[config.mk]
export PLATFORM = sky130hd
export DESIGN_NAME = iep_top
export DESIGN_NICKNAME = d
export VERILOG_FILES = /design/src/pkg/iep_pkg.sv /design/src/rtl/iep_top.sv
export VERILOG_INCLUDE_DIRS = /design/src /design/src/pkg
export SDC_FILE = /design/constraint.sdc
export NUM_CORES = 1
export LEC_CHECK = 0
export BUFFER_PORTS_ARGS = -buffer_cell sky130_fd_sc_hd__buf_4
export CAP_MARGIN = 20
export CORE_MARGIN = 10
export CORE_UTILIZATION = 55
export DETAILED_ROUTE_END_ITERATION = 10
export HOLD_SLACK_MARGIN = 0.15
export PLACE_DENSITY_LB_ADDON = 0.2
export SETUP_SLACK_MARGIN = 0.4
export SYNTH_ARGS = -nofsm -noshare
export SYNTH_HDL_FRONTEND = slang
export SYNTH_SLANG_ARGS = --single-unit
[constraint.sdc]
create_clock -name clk -period 1.8 [get_ports clk]
set_input_delay 0.09 -clock clk [delete_from_list [all_inputs] [get_ports clk]]
set_output_delay 0.09 -clock clk [all_outputs]
set_load 0.02 [all_outputs]
[src/pkg/iep_defines.svh]
/*
 Constants of the interrupt enable and priority block: register indices,
 bit positions, reset values and local register choices.
 Assumes it is included by bare name from design files.
*/
`ifndef IEP_DEFINES_SVH
`define IEP_DEFINES_SVH

// register indices; byte address on the bus is four times the index
`define IEP_IDX_MASK_MAIN      8'hA8
`define IEP_IDX_LEVEL_MAIN     8'hB8
`define IEP_IDX_MASK_EXT_ONE   8'hE6
`define IEP_IDX_MASK_EXT_TWO   8'hE7
`define IEP_IDX_LEVEL_EXT_ONE  8'hF6
`define IEP_IDX_LEVEL_EXT_TWO  8'hF7
`define IEP_IDX_BIT_ACCESS     8'h50
`define IEP_IDX_EVT_STATUS     8'h60
`define IEP_IDX_EVT_MASK       8'h61

// bit positions in the main mask register
`define IEP_BIT_GLOBAL_GATE    3'h7
`define IEP_BIT_SERIAL_PERIPH  3'h6
`define IEP_BIT_TIMER_TWO      3'h5
`define IEP_BIT_UART           3'h4
`define IEP_BIT_TIMER_ONE      3'h3
`define IEP_BIT_EXT_LINE_ONE   3'h2
`define IEP_BIT_TIMER_ZERO     3'h1
`define IEP_BIT_EXT_LINE_ZERO  3'h0

// bit access register fields
`define IEP_BA_TARGET_LSB      0
`define IEP_BA_BIT_LSB         8
`define IEP_BA_VALUE_BIT       11

// event status bit for a high request taken over a low service
`define IEP_EVT_PREEMPT        3'h7

// reset values
`define IEP_RST_MASK_MAIN      8'h00
`define IEP_RST_LEVEL_MAIN     8'h80
`define IEP_RST_EXT            8'h00
`define IEP_RST_EVT            8'h00

`endif

[src/pkg/iep_pkg.sv]
/*
 Types of the interrupt enable and priority block.
 Assumes nothing beyond a SystemVerilog compiler.
*/
`default_nettype none

package iep_pkg;

   // request lines from the peripherals, all active high levels
   typedef struct packed {
      logic serial_periph_port;
      logic timer_two_high_overflow_flag;
      logic timer_two_low_overflow_flag;
      logic async_serial_port;
      logic timer_one_overflow_flag;
      logic external_line_one;
      logic timer_zero_overflow_flag;
      logic external_line_zero;
   } iep_src_s;

   // request presented to the core
   typedef struct packed {
      logic       req;
      logic       high;
      logic [2:0] src;
   } iep_core_s;

   // nesting of services in progress
   typedef enum logic [1:0] {
      SVC_IDLE,
      SVC_LOW,
      SVC_HIGH,
      SVC_LOW_HIGH
   } iep_svc_e;

endpackage : iep_pkg

`default_nettype wire

[src/rtl/iep_top.sv]
/*
 Interrupt masking and two-level priority selection with an APB register
 slave, a sticky event status and one summary interrupt line.
 Assumes inputs synchronous to clk, an APB master with one transfer at a
 time, and a core that acks a presented request and pulses done on return.
*/
// Our own choice: the APB register port.
`timescale 1ns/100ps
`default_nettype none
`include "iep_defines.svh"

// What this block does
// Global gate bit 7 low blocks every source; high lets each mask decide.
// Serial peripheral requests pass only while mask bit 6 is set.
// Timer two requests on either overflow flag pass while mask bit 5 set.
// UART request passes only while mask bit 4 is set.
// Timer one overflow passes only while mask bit 3 is set.
// External line one passes only while mask bit 2 is set.
// Timer zero overflow passes only while mask bit 1 is set.
// External line zero passes only while mask bit 0 is set.
// Main mask at index A8, all pages, single-bit access, resets to zero.
// Main level at index B8, all pages, bit access, writable bits reset low.
// Level bit 7 always reads one; writes to it are ignored.
// Level bit 6 sets serial peripheral priority high when one.
// Level bit 5 sets timer two priority high when one.
// Level bit 4 sets UART priority high when one.
// Level bit 3 sets timer one priority high when one.
// Level bit 2 sets external line one priority high when one.
// Level bit 1 sets timer zero priority high when one.
// Level bit 0 sets external line zero priority high when one.
// High requests go first, may preempt low service; equals never preempt.
module iep_top #(
   parameter int APB_AW = 12
) (
   input  wire logic             clk,       // 20 MHz system clock
   input  wire logic             rst_n,     // async reset, active low
   input  wire logic             psel,      // apb select
   input  wire logic             penable,   // apb access phase
   input  wire logic             pwrite,    // apb direction
   input  wire logic [APB_AW-1:0] paddr,    // apb byte address
   input  wire logic [31:0]      pwdata,    // apb write data
   input  wire logic [3:0]       pstrb,     // apb byte strobes
   output logic                  pready,    // apb ready
   output logic [31:0]           prdata,    // apb read data
   output logic                  pslverr,   // apb error, unmapped address
   input  wire iep_pkg::iep_src_s irq_src_in, // peripheral requests
   output iep_pkg::iep_core_s    core_irq,  // request to the core
   input  wire logic             irq_ack,   // core takes presented request
   input  wire logic             irq_done,  // core returns from a service
   output logic                  sys_irq    // summary of unmasked events
);

   localparam int WIW = APB_AW - 2;

   // index compare needs eight index bits above the byte offset
   if (APB_AW < 10 || APB_AW > 32) begin : g_bad_aw
      $error("iep_top: APB_AW must lie between 10 and 32");
   end

   logic [7:0]        interrupt_mask_main;
   logic [6:0]        level_bits;
   logic [7:0]        interrupt_mask_ext_one;
   logic [7:0]        interrupt_mask_ext_two;
   logic [7:0]        interrupt_level_ext_one;
   logic [7:0]        interrupt_level_ext_two;
   logic [7:0]        evt_status;
   logic [7:0]        evt_mask;
   iep_pkg::iep_svc_e svc;
   iep_pkg::iep_svc_e next_svc;
   iep_pkg::iep_core_s next_core_irq;

   // bus decode
   wire [WIW-1:0] widx      = paddr[APB_AW-1:2];
   wire hit_mask_main       = widx == WIW'(`IEP_IDX_MASK_MAIN);
   wire hit_level_main      = widx == WIW'(`IEP_IDX_LEVEL_MAIN);
   wire hit_mask_ext_one    = widx == WIW'(`IEP_IDX_MASK_EXT_ONE);
   wire hit_mask_ext_two    = widx == WIW'(`IEP_IDX_MASK_EXT_TWO);
   wire hit_level_ext_one   = widx == WIW'(`IEP_IDX_LEVEL_EXT_ONE);
   wire hit_level_ext_two   = widx == WIW'(`IEP_IDX_LEVEL_EXT_TWO);
   wire hit_bit_access      = widx == WIW'(`IEP_IDX_BIT_ACCESS);
   wire hit_evt_status      = widx == WIW'(`IEP_IDX_EVT_STATUS);
   wire hit_evt_mask        = widx == WIW'(`IEP_IDX_EVT_MASK);
   wire hit_any = hit_mask_main | hit_level_main | hit_mask_ext_one
                | hit_mask_ext_two | hit_level_ext_one | hit_level_ext_two
                | hit_bit_access | hit_evt_status | hit_evt_mask;

   // zero wait states: read data is captured during the setup cycle
   assign pready  = 1'b1;
   assign pslverr = psel & penable & ~hit_any;

   wire wr_lo = psel & penable & pwrite & pstrb[0];
   wire rd_setup = psel & ~penable & ~pwrite;

   // bit access: one bit of the main mask or level set or cleared alone
   wire [7:0] ba_target = pwdata[`IEP_BA_TARGET_LSB +: 8];
   wire [2:0] ba_bit    = pwdata[`IEP_BA_BIT_LSB +: 3];
   wire       ba_value  = pwdata[`IEP_BA_VALUE_BIT];
   wire       ba_wr     = wr_lo & hit_bit_access;
   wire       ba_mask   = ba_wr & (ba_target == `IEP_IDX_MASK_MAIN);
   wire       ba_level  = ba_wr & (ba_target == `IEP_IDX_LEVEL_MAIN);
   wire [7:0] ba_onehot = 8'h01 << ba_bit;

   wire [7:0] mask_bit_res  = ba_value ? (interrupt_mask_main | ba_onehot)
                                       : (interrupt_mask_main & ~ba_onehot);
   wire [7:0] level_full    = {1'b1, level_bits};
   wire [7:0] level_bit_res = ba_value ? (level_full | ba_onehot)
                                       : (level_full & ~ba_onehot);

   wire [7:0] next_mask_main =
        (wr_lo & hit_mask_main) ? pwdata[7:0] :
        ba_mask                 ? mask_bit_res : interrupt_mask_main;
   // bit 7 has no storage, so writes to it vanish
   wire [6:0] next_level_bits =
        (wr_lo & hit_level_main) ? pwdata[6:0] :
        ba_level                 ? level_bit_res[6:0] : level_bits;

   // request vector in mask bit order
   wire [6:0] req_vec = {
      irq_src_in.serial_periph_port,
      irq_src_in.timer_two_low_overflow_flag
         | irq_src_in.timer_two_high_overflow_flag,
      irq_src_in.async_serial_port,
      irq_src_in.timer_one_overflow_flag,
      irq_src_in.external_line_one,
      irq_src_in.timer_zero_overflow_flag,
      irq_src_in.external_line_zero
   };
   wire global_gate = interrupt_mask_main[`IEP_BIT_GLOBAL_GATE];

   logic [6:0] pend_high;
   logic [6:0] pend_low;
   genvar g;
   generate
      for (g = 0; g < 7; g++) begin : g_src
         // per source: global gate, own mask, then own level
         wire en = global_gate & interrupt_mask_main[g] & req_vec[g];
         assign pend_high[g] = en & level_bits[g];
         assign pend_low[g]  = en & ~level_bits[g];
      end
   endgenerate

   // fixed order within one level: lowest bit first
   function automatic logic [2:0] lowest_set(input logic [6:0] v);
      logic [2:0] idx;
      idx = 3'd0;
      for (int i = 6; i >= 0; i--) begin
         if (v[i]) begin
            idx = 3'(i);
         end
      end
      return idx;
   endfunction : lowest_set

   // service nesting
   wire ack_take = core_irq.req & irq_ack;

   always_comb begin
      next_svc = svc;
      unique case (svc)
         iep_pkg::SVC_IDLE: begin
            if (ack_take) begin
               next_svc = core_irq.high ? iep_pkg::SVC_HIGH : iep_pkg::SVC_LOW;
            end
         end
         iep_pkg::SVC_LOW: begin
            if (ack_take) begin
               next_svc = iep_pkg::SVC_LOW_HIGH;
            end else if (irq_done) begin
               next_svc = iep_pkg::SVC_IDLE;
            end
         end
         iep_pkg::SVC_HIGH: begin
            if (irq_done) begin
               next_svc = iep_pkg::SVC_IDLE;
            end
         end
         iep_pkg::SVC_LOW_HIGH: begin
            if (irq_done) begin
               next_svc = iep_pkg::SVC_LOW;
            end
         end
      endcase
   end

   // offer is judged against the nesting after this edge, so a taken
   // request is never offered twice at the same level
   wire high_ok = (next_svc == iep_pkg::SVC_IDLE) | (next_svc == iep_pkg::SVC_LOW);
   wire low_ok  = next_svc == iep_pkg::SVC_IDLE;
   wire offer_high = high_ok & (|pend_high);
   wire offer_low  = low_ok & (|pend_low);

   always_comb begin
      next_core_irq.req  = offer_high | offer_low;
      next_core_irq.high = offer_high;
      next_core_irq.src  = offer_high ? lowest_set(pend_high)
                                      : lowest_set(pend_low);
   end

   // sticky events: bit per taken source plus preemption; set wins over clear
   wire [7:0] evt_set = ack_take
        ? ((8'h01 << core_irq.src)
           | ((svc == iep_pkg::SVC_LOW) ? (8'h01 << `IEP_EVT_PREEMPT) : 8'h00))
        : 8'h00;
   wire [7:0] evt_clr = (wr_lo & hit_evt_status) ? pwdata[7:0] : 8'h00;
   wire [7:0] next_evt_status = (evt_status & ~evt_clr) | evt_set;

   assign sys_irq = |(evt_status & evt_mask);

   // read mux; unmapped and bit access read zero
   wire [7:0] rd_byte =
        hit_mask_main     ? interrupt_mask_main :
        hit_level_main    ? level_full :
        hit_mask_ext_one  ? interrupt_mask_ext_one :
        hit_mask_ext_two  ? interrupt_mask_ext_two :
        hit_level_ext_one ? interrupt_level_ext_one :
        hit_level_ext_two ? interrupt_level_ext_two :
        hit_evt_status    ? evt_status :
        hit_evt_mask      ? evt_mask : 8'h00;

   always_ff @(posedge clk or negedge rst_n) begin
      if (!rst_n) begin
         interrupt_mask_main <= `IEP_RST_MASK_MAIN;
         level_bits          <= 7'(`IEP_RST_LEVEL_MAIN);
      end else begin
         interrupt_mask_main <= next_mask_main;
         level_bits          <= next_level_bits;
      end
   end

   always_ff @(posedge clk or negedge rst_n) begin
      if (!rst_n) begin
         interrupt_mask_ext_one  <= `IEP_RST_EXT;
         interrupt_mask_ext_two  <= `IEP_RST_EXT;
         interrupt_level_ext_one <= `IEP_RST_EXT;
         interrupt_level_ext_two <= `IEP_RST_EXT;
         evt_mask                <= `IEP_RST_EVT;
      end else begin
         if (wr_lo & hit_mask_ext_one)  interrupt_mask_ext_one  <= pwdata[7:0];
         if (wr_lo & hit_mask_ext_two)  interrupt_mask_ext_two  <= pwdata[7:0];
         if (wr_lo & hit_level_ext_one) interrupt_level_ext_one <= pwdata[7:0];
         if (wr_lo & hit_level_ext_two) interrupt_level_ext_two <= pwdata[7:0];
         if (wr_lo & hit_evt_mask)      evt_mask                <= pwdata[7:0];
      end
   end

   always_ff @(posedge clk or negedge rst_n) begin
      if (!rst_n) begin
         svc        <= iep_pkg::SVC_IDLE;
         core_irq   <= '0;
         evt_status <= `IEP_RST_EVT;
      end else begin
         svc        <= next_svc;
         core_irq   <= next_core_irq;
         evt_status <= next_evt_status;
      end
   end

   always_ff @(posedge clk or negedge rst_n) begin
      if (!rst_n) begin
         prdata <= 32'h0000_0000;
      end else if (rd_setup) begin
         prdata <= {24'h00_0000, rd_byte};
      end
   end

   // checks
   a_global_gate_off: assert property (@(posedge clk) disable iff (!rst_n)
      !interrupt_mask_main[7] |=> !core_irq.req)
      else $error("request offered while global gate closed");

   a_src_mask_on: assert property (@(posedge clk) disable iff (!rst_n)
      core_irq.req |-> ($past(interrupt_mask_main) & (8'h01 << core_irq.src)) != 8'h00)
      else $error("offered source had its mask bit clear");

   a_timer_two_fwd: assert property (@(posedge clk) disable iff (!rst_n)
      (svc == iep_pkg::SVC_IDLE && !irq_ack && !irq_done
       && interrupt_mask_main[7] && interrupt_mask_main[5]
       && (irq_src_in.timer_two_low_overflow_flag
           || irq_src_in.timer_two_high_overflow_flag))
      |=> core_irq.req)
      else $error("timer two request not offered");

   a_mask_bit_write: assert property (@(posedge clk) disable iff (!rst_n)
      (ba_wr && ba_target == 8'hA8)
      |=> interrupt_mask_main[$past(ba_bit)] == $past(ba_value))
      else $error("single bit write of mask did not land");

   a_level_top_one: assert property (@(posedge clk) disable iff (!rst_n)
      (rd_setup && hit_level_main) |=> prdata[7] && prdata[6:0] == $past(level_bits))
      else $error("level register read wrong");

   a_level_write: assert property (@(posedge clk) disable iff (!rst_n)
      (wr_lo && hit_level_main) |=> level_bits == $past(pwdata[6:0]))
      else $error("level register write did not land");

   a_level_match: assert property (@(posedge clk) disable iff (!rst_n)
      core_irq.req |-> core_irq.high == ((($past(level_bits) >> core_irq.src) & 7'h01) != 7'h00))
      else $error("offered level disagrees with level register");

   a_high_first: assert property (@(posedge clk) disable iff (!rst_n)
      (core_irq.req && !core_irq.high) |-> $past(pend_high) == 7'h00)
      else $error("low offered while high pending");

   a_no_equal_nest: assert property (@(posedge clk) disable iff (!rst_n)
      (core_irq.req && svc != iep_pkg::SVC_IDLE) |-> core_irq.high && svc == iep_pkg::SVC_LOW)
      else $error("request offered at an equal or lower level");

   a_evt_sticky: assert property (@(posedge clk) disable iff (!rst_n)
      ack_take |=> (evt_status & (8'h01 << $past(core_irq.src))) != 8'h00)
      else $error("taken source did not set its event bit");

   a_unmapped_err: assert property (@(posedge clk) disable iff (!rst_n)
      (psel && penable) |-> pslverr == !hit_any)
      else $error("error answer disagrees with decode");

endmodule : iep_top

`default_nettype wire

==> results of run 1 <==
## cell type report
type / instances / area, um^2
multi-input cells: 348 / 2840
flip-flops and latches: 78 / 1950
fillers: 542 / 1890
repair buffers: 131 / 1160
well taps: 105 / 131
clock buffers: 10 / 128
clock inverters: 6 / 70.1
inverters: 13 / 48.8
## timing repair
item,CTS,global route
gates resized for setup,39,30
buffers inserted,12,14
hold buffers,7,0
cloned,0,1
endpoints found under the hold margin,94,0
endpoints found under the setup margin,44,55
pin swaps,17,13
## kinds of logic after synthesis
family	Yosys count	share of synthesized area
other cells	2	0.00161
xor+xnor	1	0.00188
simple gates	143	0.188
mux	61	0.144
buf+inv	68	0.0793
compound gates	118	0.166
flops	78	0.419
## worst reg2reg max path: cells and delay by family, from the launching register on
family                 cells  cell delay [ns]
buffers and inverters      2             0.30
AOI/OAI and AO/OA          2             0.37
DFF                        1             0.42
and+or+nand+nor            3             0.40
## layout by cell type, fill, tap and decap left out, types with 3 or more instances in the layout
cell type,synthesis,routed
or3_4,1,3
nand2b_1,15,15
a22oi_2,0,6
conb_1,2,25
nand3_2,0,4
a221oi_1,11,11
a211oi_1,4,3
nand3_1,10,5
a21o_1,4,4
inv_1,13,12
a22oi_1,13,7
dlygate4sd3_1,0,7
buf_4,26,98
nor4_4,1,15
mux2_2,45,31
o21ai_0,23,19
buf_6,2,17
nand4_1,15,15
o2bb2ai_1,5,5
dfrtp_1,78,77
mux2_4,0,16
o22ai_1,10,10
o21ai_1,1,4
nand2_1,30,29
o211ai_1,4,4
clkbuf_8,0,9
buf_12,0,5
nor3_1,6,4
a21oi_1,29,29
mux2i_1,14,14
nor2_1,24,23
clkinvlp_4,0,3
## routing by layer
layer  GRT usage  vias up
met1       0.288     2070
met5           0        -
li1            -     1919
met4      0.0846        0
met3      0.0505       40
met2       0.356      188
## how the worst max path moves through the flow
stage | from | end | slack, ns | depth (start not counted)
2_1_floorplan | pwdata[0] | flip-flop | -0.14 | 7
3_3_place_gp | paddr[2] | flip-flop | -0.16 | 6
3_5_place_dp | paddr[2] | flip-flop | -0.17 | 6
4_1_cts | paddr[3] | pslverr | 0.20 | 8
5_1_grt | paddr[2] | flip-flop | 0.15 | 7
6_report | paddr[2] | flip-flop | 0.18 | 7
## power groups by stage
stage	Sequential (W)	Combinational, W	Clock [W]
global route	0.00177	0.000470	0.00143
CTS	0.00177	0.000423	0.00136
floorplan	0.00181	0.000224	0
detailed placement	0.00181	0.000398	0
finish	0.00177	0.000440	0.00134
global placement	0.00180	0.000392	0
## per-stage QoR
stage / setup slack (ns) / std cells
after floorplan: -0.144 / 494
after global placement: -0.161 / 641
after detailed placement: -0.174 / 641
after CTS: 0.200 / 676
after global routing: 0.154 / 691
final: 0.178 / 691
==> results.sh, run 1 <==
export IMPL_status="complete, no violations"
export IMPL_max_freq_mhz=616
export IMPL_ys_warn_count=0
export IMPL_hold_violations=0
export IMPL_avgSynthCellArea_um2=9.88
export IMPL_ys_top_cells_by_count="dfrtp_1, mux2_2, nand2_1"
export IMPL_wl_met3_um=1160
export IMPL_holdWs_ns=0.167
export IMPL_clock_skew_ns=0.00866
export IMPL_syn_area_um2=4650
export IMPL_core_um2=8220
export IMPL_cts_sinks=78
export IMPL_area_growth_pct=35.9
export IMPL_finalPower_w=0.00355
export IMPL_setup_viol=0
export IMPL_ys_seq_area_frac=0.419
export IMPL_crit_path_start_kind="input port"
export IMPL_h_tree_depth=3
export IMPL_cts_root_buf="clkbuf_8"
export IMPL_globalplace_congestion=0.907
export IMPL_yosys_area_top_type="dfrtp_1"
export IMPL_grt_overflow_total=0
export IMPL_ys_types=59
export IMPL_hold_path_class="in -> reg"
export IMPL_hpwl_um=10400
export IMPL_antenna_found_initial=0
export IMPL_power_frac_clock=0.378
export IMPL_die_height_um=112
export IMPL_cts_path_max_buffers=2
export IMPL_fin_crit_ns=1.62
export IMPL_drt_iter0_drc=331
export IMPL_rsz0062_at_grt="yes"
export IMPL_cp_end_kind="flip-flop"
export IMPL_vias_per_cell=6.10
export IMPL_p_comb_frac=0.124
export IMPL_clkTransAtPathRegs_ns=0.09
export IMPL_dr_pass1_iters=5
export IMPL_p_sw_frac=0.276
export IMPL_drc=0
export IMPL_synth_edf_count=0
export IMPL_tightest_slew_ns=0.508
export IMPL_relSlewSlack=0.661
export IMPL_path_cells="buf_4, or3b_4, or4_4, buf_12, nor4_4, mux2i_1, a21oi_1"
export IMPL_drive_above_1_share=0.418
export IMPL_r2r_end="core_irq[1]"
export IMPL_post_route_cell_area_um2=6320
export IMPL_antenna_cells=0
export IMPL_arrival_ns=1.85
export IMPL_ys_flop_type="dfrtp_1"
export IMPL_vdd_ir_drop_max_mv=0.501
export IMPL_route_met2_wl_um=7100
export IMPL_whs_endpoint="prdata[6]"
export IMPL_path_delay_family="simple AND/OR/NAND/NOR gates"
export IMPL_reg2reg_slack_ns=0.24
export IMPL_grt_usage=0.223
export IMPL_placed_cell_area_um2=5540
export IMPL_hold_path_startpoint="penable"
export IMPL_io_pins=103
export IMPL_path_buf_inv=2
export IMPL_crit_required_ns=2.03
export IMPL_grt_pass1_vias=4180
export IMPL_slowest_stage="or4_4"
export IMPL_synth_seq_cells=78
export IMPL_critPathKind="in -> reg"
export IMPL_final_core_util=0.770
export IMPL_layout_nets=644
export IMPL_max_stage_delay_ns=0.52
export IMPL_cts_buffers=9
export IMPL_grt_max_degree=35
export IMPL_period_share=0.901
export IMPL_wl_per_cell_um=21.4
export IMPL_drt_met1_wl_um=5990
export IMPL_pwr_share_seq=0.498
export IMPL_grt_pass1_wl_um=22700
export IMPL_drt_total_wl_um=14800
export IMPL_num_vias=4217
export IMPL_fp_dieW_um=112
export IMPL_cp_max_fo=10
export IMPL_drv_cap=0
export IMPL_synth_top_cell_area_share=0.419
export IMPL_setup_tns_ns=0
export IMPL_cts_tree="done"
export IMPL_floorplan_initialDensity=0.566
export IMPL_syn_inst=471
export IMPL_min_path_cells=4
export IMPL_yosysMostFrequentCell="dfrtp_1"
export IMPL_postSynth_asyncResetShare=1.00
export IMPL_ant_nets=0
export IMPL_synthTopCellsByArea="dfrtp_1, mux2_2, buf_4"
export IMPL_slew_viol_final=0
export IMPL_p_sw_w=0.000979
export IMPL_power_density_nw_per_um2=562
export IMPL_r2r_cells=7
export IMPL_dieArea_um2=12500
export IMPL_routed_top_layer="met4"
export IMPL_clk_latency_ns=0.35
export IMPL_fp_row_count=33
export IMPL_port_buffer_count=52
export IMPL_internal_power_w=0.00257
export IMPL_leakagePower_nw=2.93
No activity file was read; power rests on OpenSTA's default activity.
==> run 2: changes to the inputs <==
ABC_AREA = 1   (was not set)
==> run 2 against run 1 <==
- sequential power about the same
- synthesized cell count increased by 34%
- sequential share of layout area increased by 3.1 points
- die area increased by 0.29%
- final area decreased by 9.1%
- combinational power decreased by 11%
- flip-flop and latch count unchanged
- clock power increased by 10%
- first-iteration DRC count increased by 16%
- global-route usage decreased by 0.85 points
- largest cell class unchanged
- largest power group unchanged
==> results.sh, run 2 <==
export IMPL_yosys_area_top_type="dfrtp_1"
export IMPL_path_common_cell="o21ai_1"
export IMPL_fp_row_count=33
export IMPL_drt_iter0_drc=384
export IMPL_synth_top_cell_area_share=0.418
export IMPL_hpwl_um=10100
export IMPL_fillers=676
export IMPL_whs_endpoint="interrupt_mask_ext_two[7]"
export IMPL_globalplace_congestion=0.931
export IMPL_floorplan_initialDensity=0.566
export IMPL_ys_top_cells_by_count="nand2_1, dfrtp_1, inv_1, o21ai_0, nor2_1"
export IMPL_crit_required_ns=2.04
export IMPL_reg2reg_slack_ns=0.30
export IMPL_power_density_nw_per_um2=631
export IMPL_path_cells="buf_12, nand4_1, nand2_1, nor2_2, a21oi_2, inv_2, nor2_1, o21ai_1, o21ai_1"
export IMPL_synth_edf_count=0
export IMPL_grt_usage=0.215
export IMPL_setup_slack_ns=0.297
export IMPL_crit_cells=9
export IMPL_clkTransAtPathRegs_ns=0.09
export IMPL_hold_path_class="in -> reg"
export IMPL_arrival_ns=1.74
export IMPL_slew_viol_final=0
export IMPL_cp_end_kind="flip-flop"
export IMPL_min_path_cells=3
export IMPL_postSynth_asyncResetShare=1.00
export IMPL_rsz0062_at_grt="yes"
export IMPL_ys_seq_area_frac=0.418
export IMPL_setup_viol=0
export IMPL_die_height_um=112
export IMPL_mostFrequentLayoutCell="nand2_1"
export IMPL_ant_nets=0
export IMPL_max_stage_delay_ns=0.47
export IMPL_cts_buffers=9
export IMPL_ys_types=39
export IMPL_tightest_slew_ns=0.536
export IMPL_r2r_end="core_irq[1]"
export IMPL_syn_area_um2=4670
export IMPL_dp_slack_ns=0.0507
export IMPL_core_um2=8260
export IMPL_port_buffer_count=52
export IMPL_fp_dieW_um=112
export IMPL_cts_sinks=78
export IMPL_path_delay_family="flip-flops"
export IMPL_vias_per_cell=5.62
export IMPL_h_tree_depth=3
export IMPL_path_buf_inv=2
export IMPL_ys_flop_type="dfrtp_1"
export IMPL_hold_path_startpoint="pwdata[7]"
export IMPL_num_vias=4682
export IMPL_crit_path_start_kind="flip-flop"
export IMPL_ys_warn_count=0
export IMPL_wl_per_cell_um=16.7
export IMPL_antenna_cells=0
export IMPL_dr_pass1_iters=5
export IMPL_cts_tree="done"
export IMPL_setup_tns_ns=0
export IMPL_drc=0
export IMPL_fin_crit_ns=1.50
export IMPL_synth_seq_cells=78
export IMPL_grt_overflow_total=0
export IMPL_relSlewSlack=0.640
export IMPL_avgSynthCellArea_um2=7.43
export IMPL_grt_max_degree=45
export IMPL_cts_root_buf="clkbuf_8"
export IMPL_clock_skew_ns=0.0123
export IMPL_vdd_ir_drop_max_mv=0.398
export IMPL_grt_pass1_vias=4566
export IMPL_dieArea_um2=12600
export IMPL_io_pins=103
export IMPL_grt_pass1_wl_um=22400
export IMPL_r2r_cells=9
export IMPL_max_freq_mhz=665
export IMPL_clk_latency_ns=0.36
export IMPL_drive_above_1_share=0.217
export IMPL_cts_path_max_buffers=2
export IMPL_antenna_found_initial=0
export IMPL_hold_violations=0
export IMPL_area_growth_pct=23.1
export IMPL_period_share=0.835
export IMPL_syn_inst=629
export IMPL_leakagePower_nw=2.63
export IMPL_layout_nets=786
export IMPL_drv_cap=0
export IMPL_cp_max_fo=7
export IMPL_critPathKind="reg -> reg"
export IMPL_synthTopCellsByArea="dfrtp_1, nand2_1, o21ai_0"
export IMPL_slowest_stage="dfrtp_2"
export IMPL_drt_total_wl_um=14000
export IMPL_final_cell_mix="nand2_1, buf_4, dfrtp_1, inv_1, o21ai_0"
export IMPL_yosysMostFrequentCell="nand2_1"
export IMPL_status="complete, no violations"
[run 2: power breakdown]
part	internal, W	switching (W)
Sequential	0.00176	0.00000316
Clock	0.000791	0.000688
Combinational	0.000135	0.000257
[run 2: worst reg2reg max path, stage by stage, from the launching register on]
cell and delay [ns]:
dfrtp_2 0.47, buf_12 0.16, nand4_1 0.11, nand2_1 0.10, nor2_2 0.16, a21oi_2 0.10
inv_2 0.10, nor2_1 0.05, o21ai_1 0.07, o21ai_1 0.08
[run 2: repair_timing]
item,in CTS,in global routing
endpoints found under the hold margin,93,0
gates resized for setup,22,18
setup buffers,11,8
pin swaps,10,9
hold buffers,12,0
endpoints found under the setup margin,7,28
[run 2: logic make-up after synthesis]
logic type | Yosys count | synth area share
compound gates | 114 | 0.132
buf+inv | 109 | 0.115
flops | 78 | 0.418
other cells | 2 | 0.00161
simple gates | 326 | 0.333
[run 2: worst max-delay path by stage]
stage | end | start
2_1_floorplan | core_irq[1] | core_irq[4]
3_3_place_gp | core_irq[1] | flip-flop
3_5_place_dp | core_irq[1] | flip-flop
4_1_cts | sys_irq | evt_mask[4]
5_1_grt | core_irq[1] | flip-flop
6_report | core_irq[1] | flip-flop
[run 2: metal layers]
| layer | vias up | GRT usage | routed length, um |
|---|---|---|---|
| met5 | - | 0 | 0 |
| met4 | 0 | 0.0584 | 243 |
| met3 | 24 | 0.0607 | 1270 |
| met2 | 222 | 0.356 | 6660 |
| met1 | 2188 | 0.267 | 5770 |
| li1 | 2248 | - | - |
[run 2: final cells by class]
| cell class | count | area [um^2] | area share |
|---|---|---|---|
| clock inverter | 6 | 92.6 | 0.0161 |
| clock buffer | 10 | 128 | 0.0222 |
| inverter | 70 | 272 | 0.0472 |
| multi-input combinational | 465 | 2350 | 0.408 |
| timing repair buffer | 99 | 826 | 0.144 |
| sequential | 78 | 1950 | 0.340 |
| tap | 105 | 131 | 0.0229 |
[run 2: through the flow]
stage / area (um^2) / util / cells / hold WS (ns) / power [W]
detailed placement: 5140 / 0.623 / 786 / 0.0760 / 0.00214
global route: 5750 / 0.696 / 833 / 0.167 / 0.00376
CTS: 5640 / 0.683 / 825 / 0.165 / 0.00363
finish: 5750 / 0.696 / 833 / 0.170 / 0.00363
global placement: 5140 / 0.623 / 786 / 0.0713 / 0.00213
floorplan: 4760 / - / 652 / -0.206 / 0.00200
==> run 3: changes to the inputs <==
CORE_UTILIZATION = 50   (was 55)
clock period = 1.2 ns   (was 1.8 ns; I/O delays follow)
==> run 3 against run 2 <==
- the run now ends with setup timing left
- global-route usage increased by 3.4 points
- critical path depth unchanged
- sequential power increased by 50%
- highest routed layer unchanged
- sequential share of layout area decreased by 8.4 points
- first-iteration DRC count increased by 58%
==> results.sh, run 3 (synthesis results as in run 2) <==
export IMPL_status="finished, violations left"
export IMPL_violations="setup timing"
export IMPL_critPathKind="reg -> reg"
export IMPL_clk_latency_ns=0.36
export IMPL_dr_pass1_iters=5
export IMPL_power_density_nw_per_um2=738
export IMPL_slew_viol_final=0
export IMPL_final_core_util=0.836
export IMPL_cp_end_kind="flip-flop"
export IMPL_grt_pass1_wl_um=26400
export IMPL_core_um2=9150
export IMPL_mostFrequentLayoutCell="buf_4"
export IMPL_p_sw_w=0.00166
export IMPL_register_area_um2=1960
export IMPL_tightest_slew_ns=0.497
export IMPL_globalplace_congestion=0.908
export IMPL_p_comb_frac=0.155
export IMPL_fp_row_count=35
export IMPL_cts_buffers=9
export IMPL_internal_power_w=0.00398
export IMPL_vdd_ir_drop_max_mv=0.646
export IMPL_relSlewSlack=0.666
export IMPL_cts_path_max_buffers=2
export IMPL_max_freq_mhz=634
export IMPL_setup_viol=13
export IMPL_cts_sinks=78
export IMPL_cp_max_fo=7
export IMPL_die_height_um=117
export IMPL_cts_tree="done"
export IMPL_clock_skew_ns=0.0114
export IMPL_grt_overflow_total=0
export IMPL_io_pins=103
export IMPL_area_growth_pct=63.8
export IMPL_drc=0
export IMPL_wl_per_cell_um=20.0
export IMPL_pwr_share_seq=0.468
export IMPL_dieArea_um2=13600
export IMPL_path_cells="buf_12, nand4_1, nand2_2, nor2_4, a21oi_4, inv_2, nor2_2, o21ai_0, o21ai_1"
export IMPL_fin_cells=934
export IMPL_ant_nets=0
export IMPL_layout_nets=881
export IMPL_clkTransAtPathRegs_ns=0.09
export IMPL_grt_usage=0.248
export IMPL_drv_cap=0
export IMPL_dp_slack_ns=-0.369
export IMPL_leakagePower_nw=3.45
export IMPL_vias_per_cell=5.82
export IMPL_crit_required_ns=1.49
export IMPL_multi_input_area_um2=3110
export IMPL_drt_total_wl_um=18700
export IMPL_period_share=1.31
export IMPL_dp_cells=866
export IMPL_hpwl_um=11200
export IMPL_antenna_cells=0
export IMPL_power_frac_clock=0.377
export IMPL_slowest_stage="dfrtp_2"
export IMPL_fillers=509
export IMPL_fp_dieW_um=117
export IMPL_drive_above_1_share=0.467
export IMPL_grt_max_degree=30
export IMPL_hold_violations=0
export IMPL_fin_crit_ns=1.58
export IMPL_port_buffer_count=52
export IMPL_crit_path_start_kind="flip-flop"
export IMPL_grt_pass1_vias=5162
export IMPL_floorplan_initialDensity=0.510
export IMPL_rsz0062_at_grt="yes"
export IMPL_r2r_cells=9
export IMPL_cts_root_buf="clkbuf_8"
export IMPL_drt_iter0_drc=605
export IMPL_arrival_ns=1.86
export IMPL_final_cell_mix="buf_4, nand2_1, dfrtp_1, inv_1, nand4_1"
export IMPL_min_path_cells=4
export IMPL_num_vias=5433
export IMPL_postCtsHoldBufs=7
export IMPL_p_sw_frac=0.294
export IMPL_max_stage_delay_ns=0.46
export IMPL_antenna_found_initial=0
export IMPL_setup_slack_ns=-0.377
export IMPL_h_tree_depth=3
export IMPL_hold_path_class="in -> reg"
-- run 3: cell types whose count changed in the layout (fill, tap and decap cells not counted), moves of 9 or more --
cell     before  now
buf_4        80  120
buf_6         4   44
nand2_1     149  101
nand2_2      11   33
nand2_4       0   21
nand3_1      24   15
nor2_1       47   33
nor2_4        9   20
o21ai_0      59   10
o21ai_2       2   42
-- run 3: final cells by class --
type	count	area share
clock inverter	7	0.0105
multi-input combinational	467	0.407
timing repair buffer	192	0.250
tap	111	0.0182
sequential	78	0.256
inverter	70	0.0427
clock buffer	9	0.0162
-- run 3: routing by layer --
layer | global-route usage | routed length, um | up-vias
met5 | 0 | 0 | -
met4 | 0.0980 | 776 | 0
met3 | 0.0524 | 1900 | 82
met2 | 0.398 | 8910 | 346
met1 | 0.322 | 7110 | 2542
li1 | - | - | 2463
-- run 3: worst paths after layout --
check / end / slack (ns) / startpoint
worst max-delay path: core_irq[1] / -0.38 / flip-flop
worst min-delay path: svc[0] / 0.01 / irq_done
worst max register to register: core_irq[1] / -0.38 / flip-flop
worst min register to register: interrupt_mask_ext_one[1] / 0.50 / interrupt_mask_ext_one[1]
max in group asynchronous: interrupt_mask_ext_one[6] / 0.52 / rst_n
min in group asynchronous: core_irq[3] / 0.17 / rst_n
-- run 3: worst max-delay path: cells and delay by family (launching register included) --
family	cells	cell delay [ns]
flops	1	0.46
buf+inv	2	0.22
simple gates	4	0.45
compound gates	3	0.36
-- run 3: power by group through the flow --
stage	clock network, W	logic, W	registers, W
floorplan	0	0.000339	0.00270
global placement	0	0.000653	0.00269
detailed placement	0	0.000662	0.00269
CTS	0.00211	0.000795	0.00264
global route	0.00225	0.000925	0.00264
finish	0.00213	0.000874	0.00264
-- run 3: per-stage QoR --
| step | hold slack, ns | cell area [um^2] | TNS (ns) | power, W |
|---|---|---|---|---|
| 6_report | 0.0112 | 7650 | -2.16 | 0.00565 |
| 2_1_floorplan | -0.236 | 4970 | -0.471 | 0.00304 |
| 3_3_place_gp | 0.00809 | 5960 | -15.84 | 0.00334 |
| 3_5_place_dp | 0.0170 | 5960 | -18.10 | 0.00335 |
| 5_1_grt | 0.0257 | 7650 | -3.25 | 0.00582 |
| 4_1_cts | 0.00735 | 7090 | -1.39 | 0.00555 |
-- run 3: repair_timing --
action / 4_1_cts / 5_1_grt
gates resized for setup: 164 / 131
endpoints found under the hold margin: 97 / 2
buffers inserted: 26 / 11
pin swaps: 34 / 28
setup endpoints to repair: 93 / 93
cloned: 6 / 2
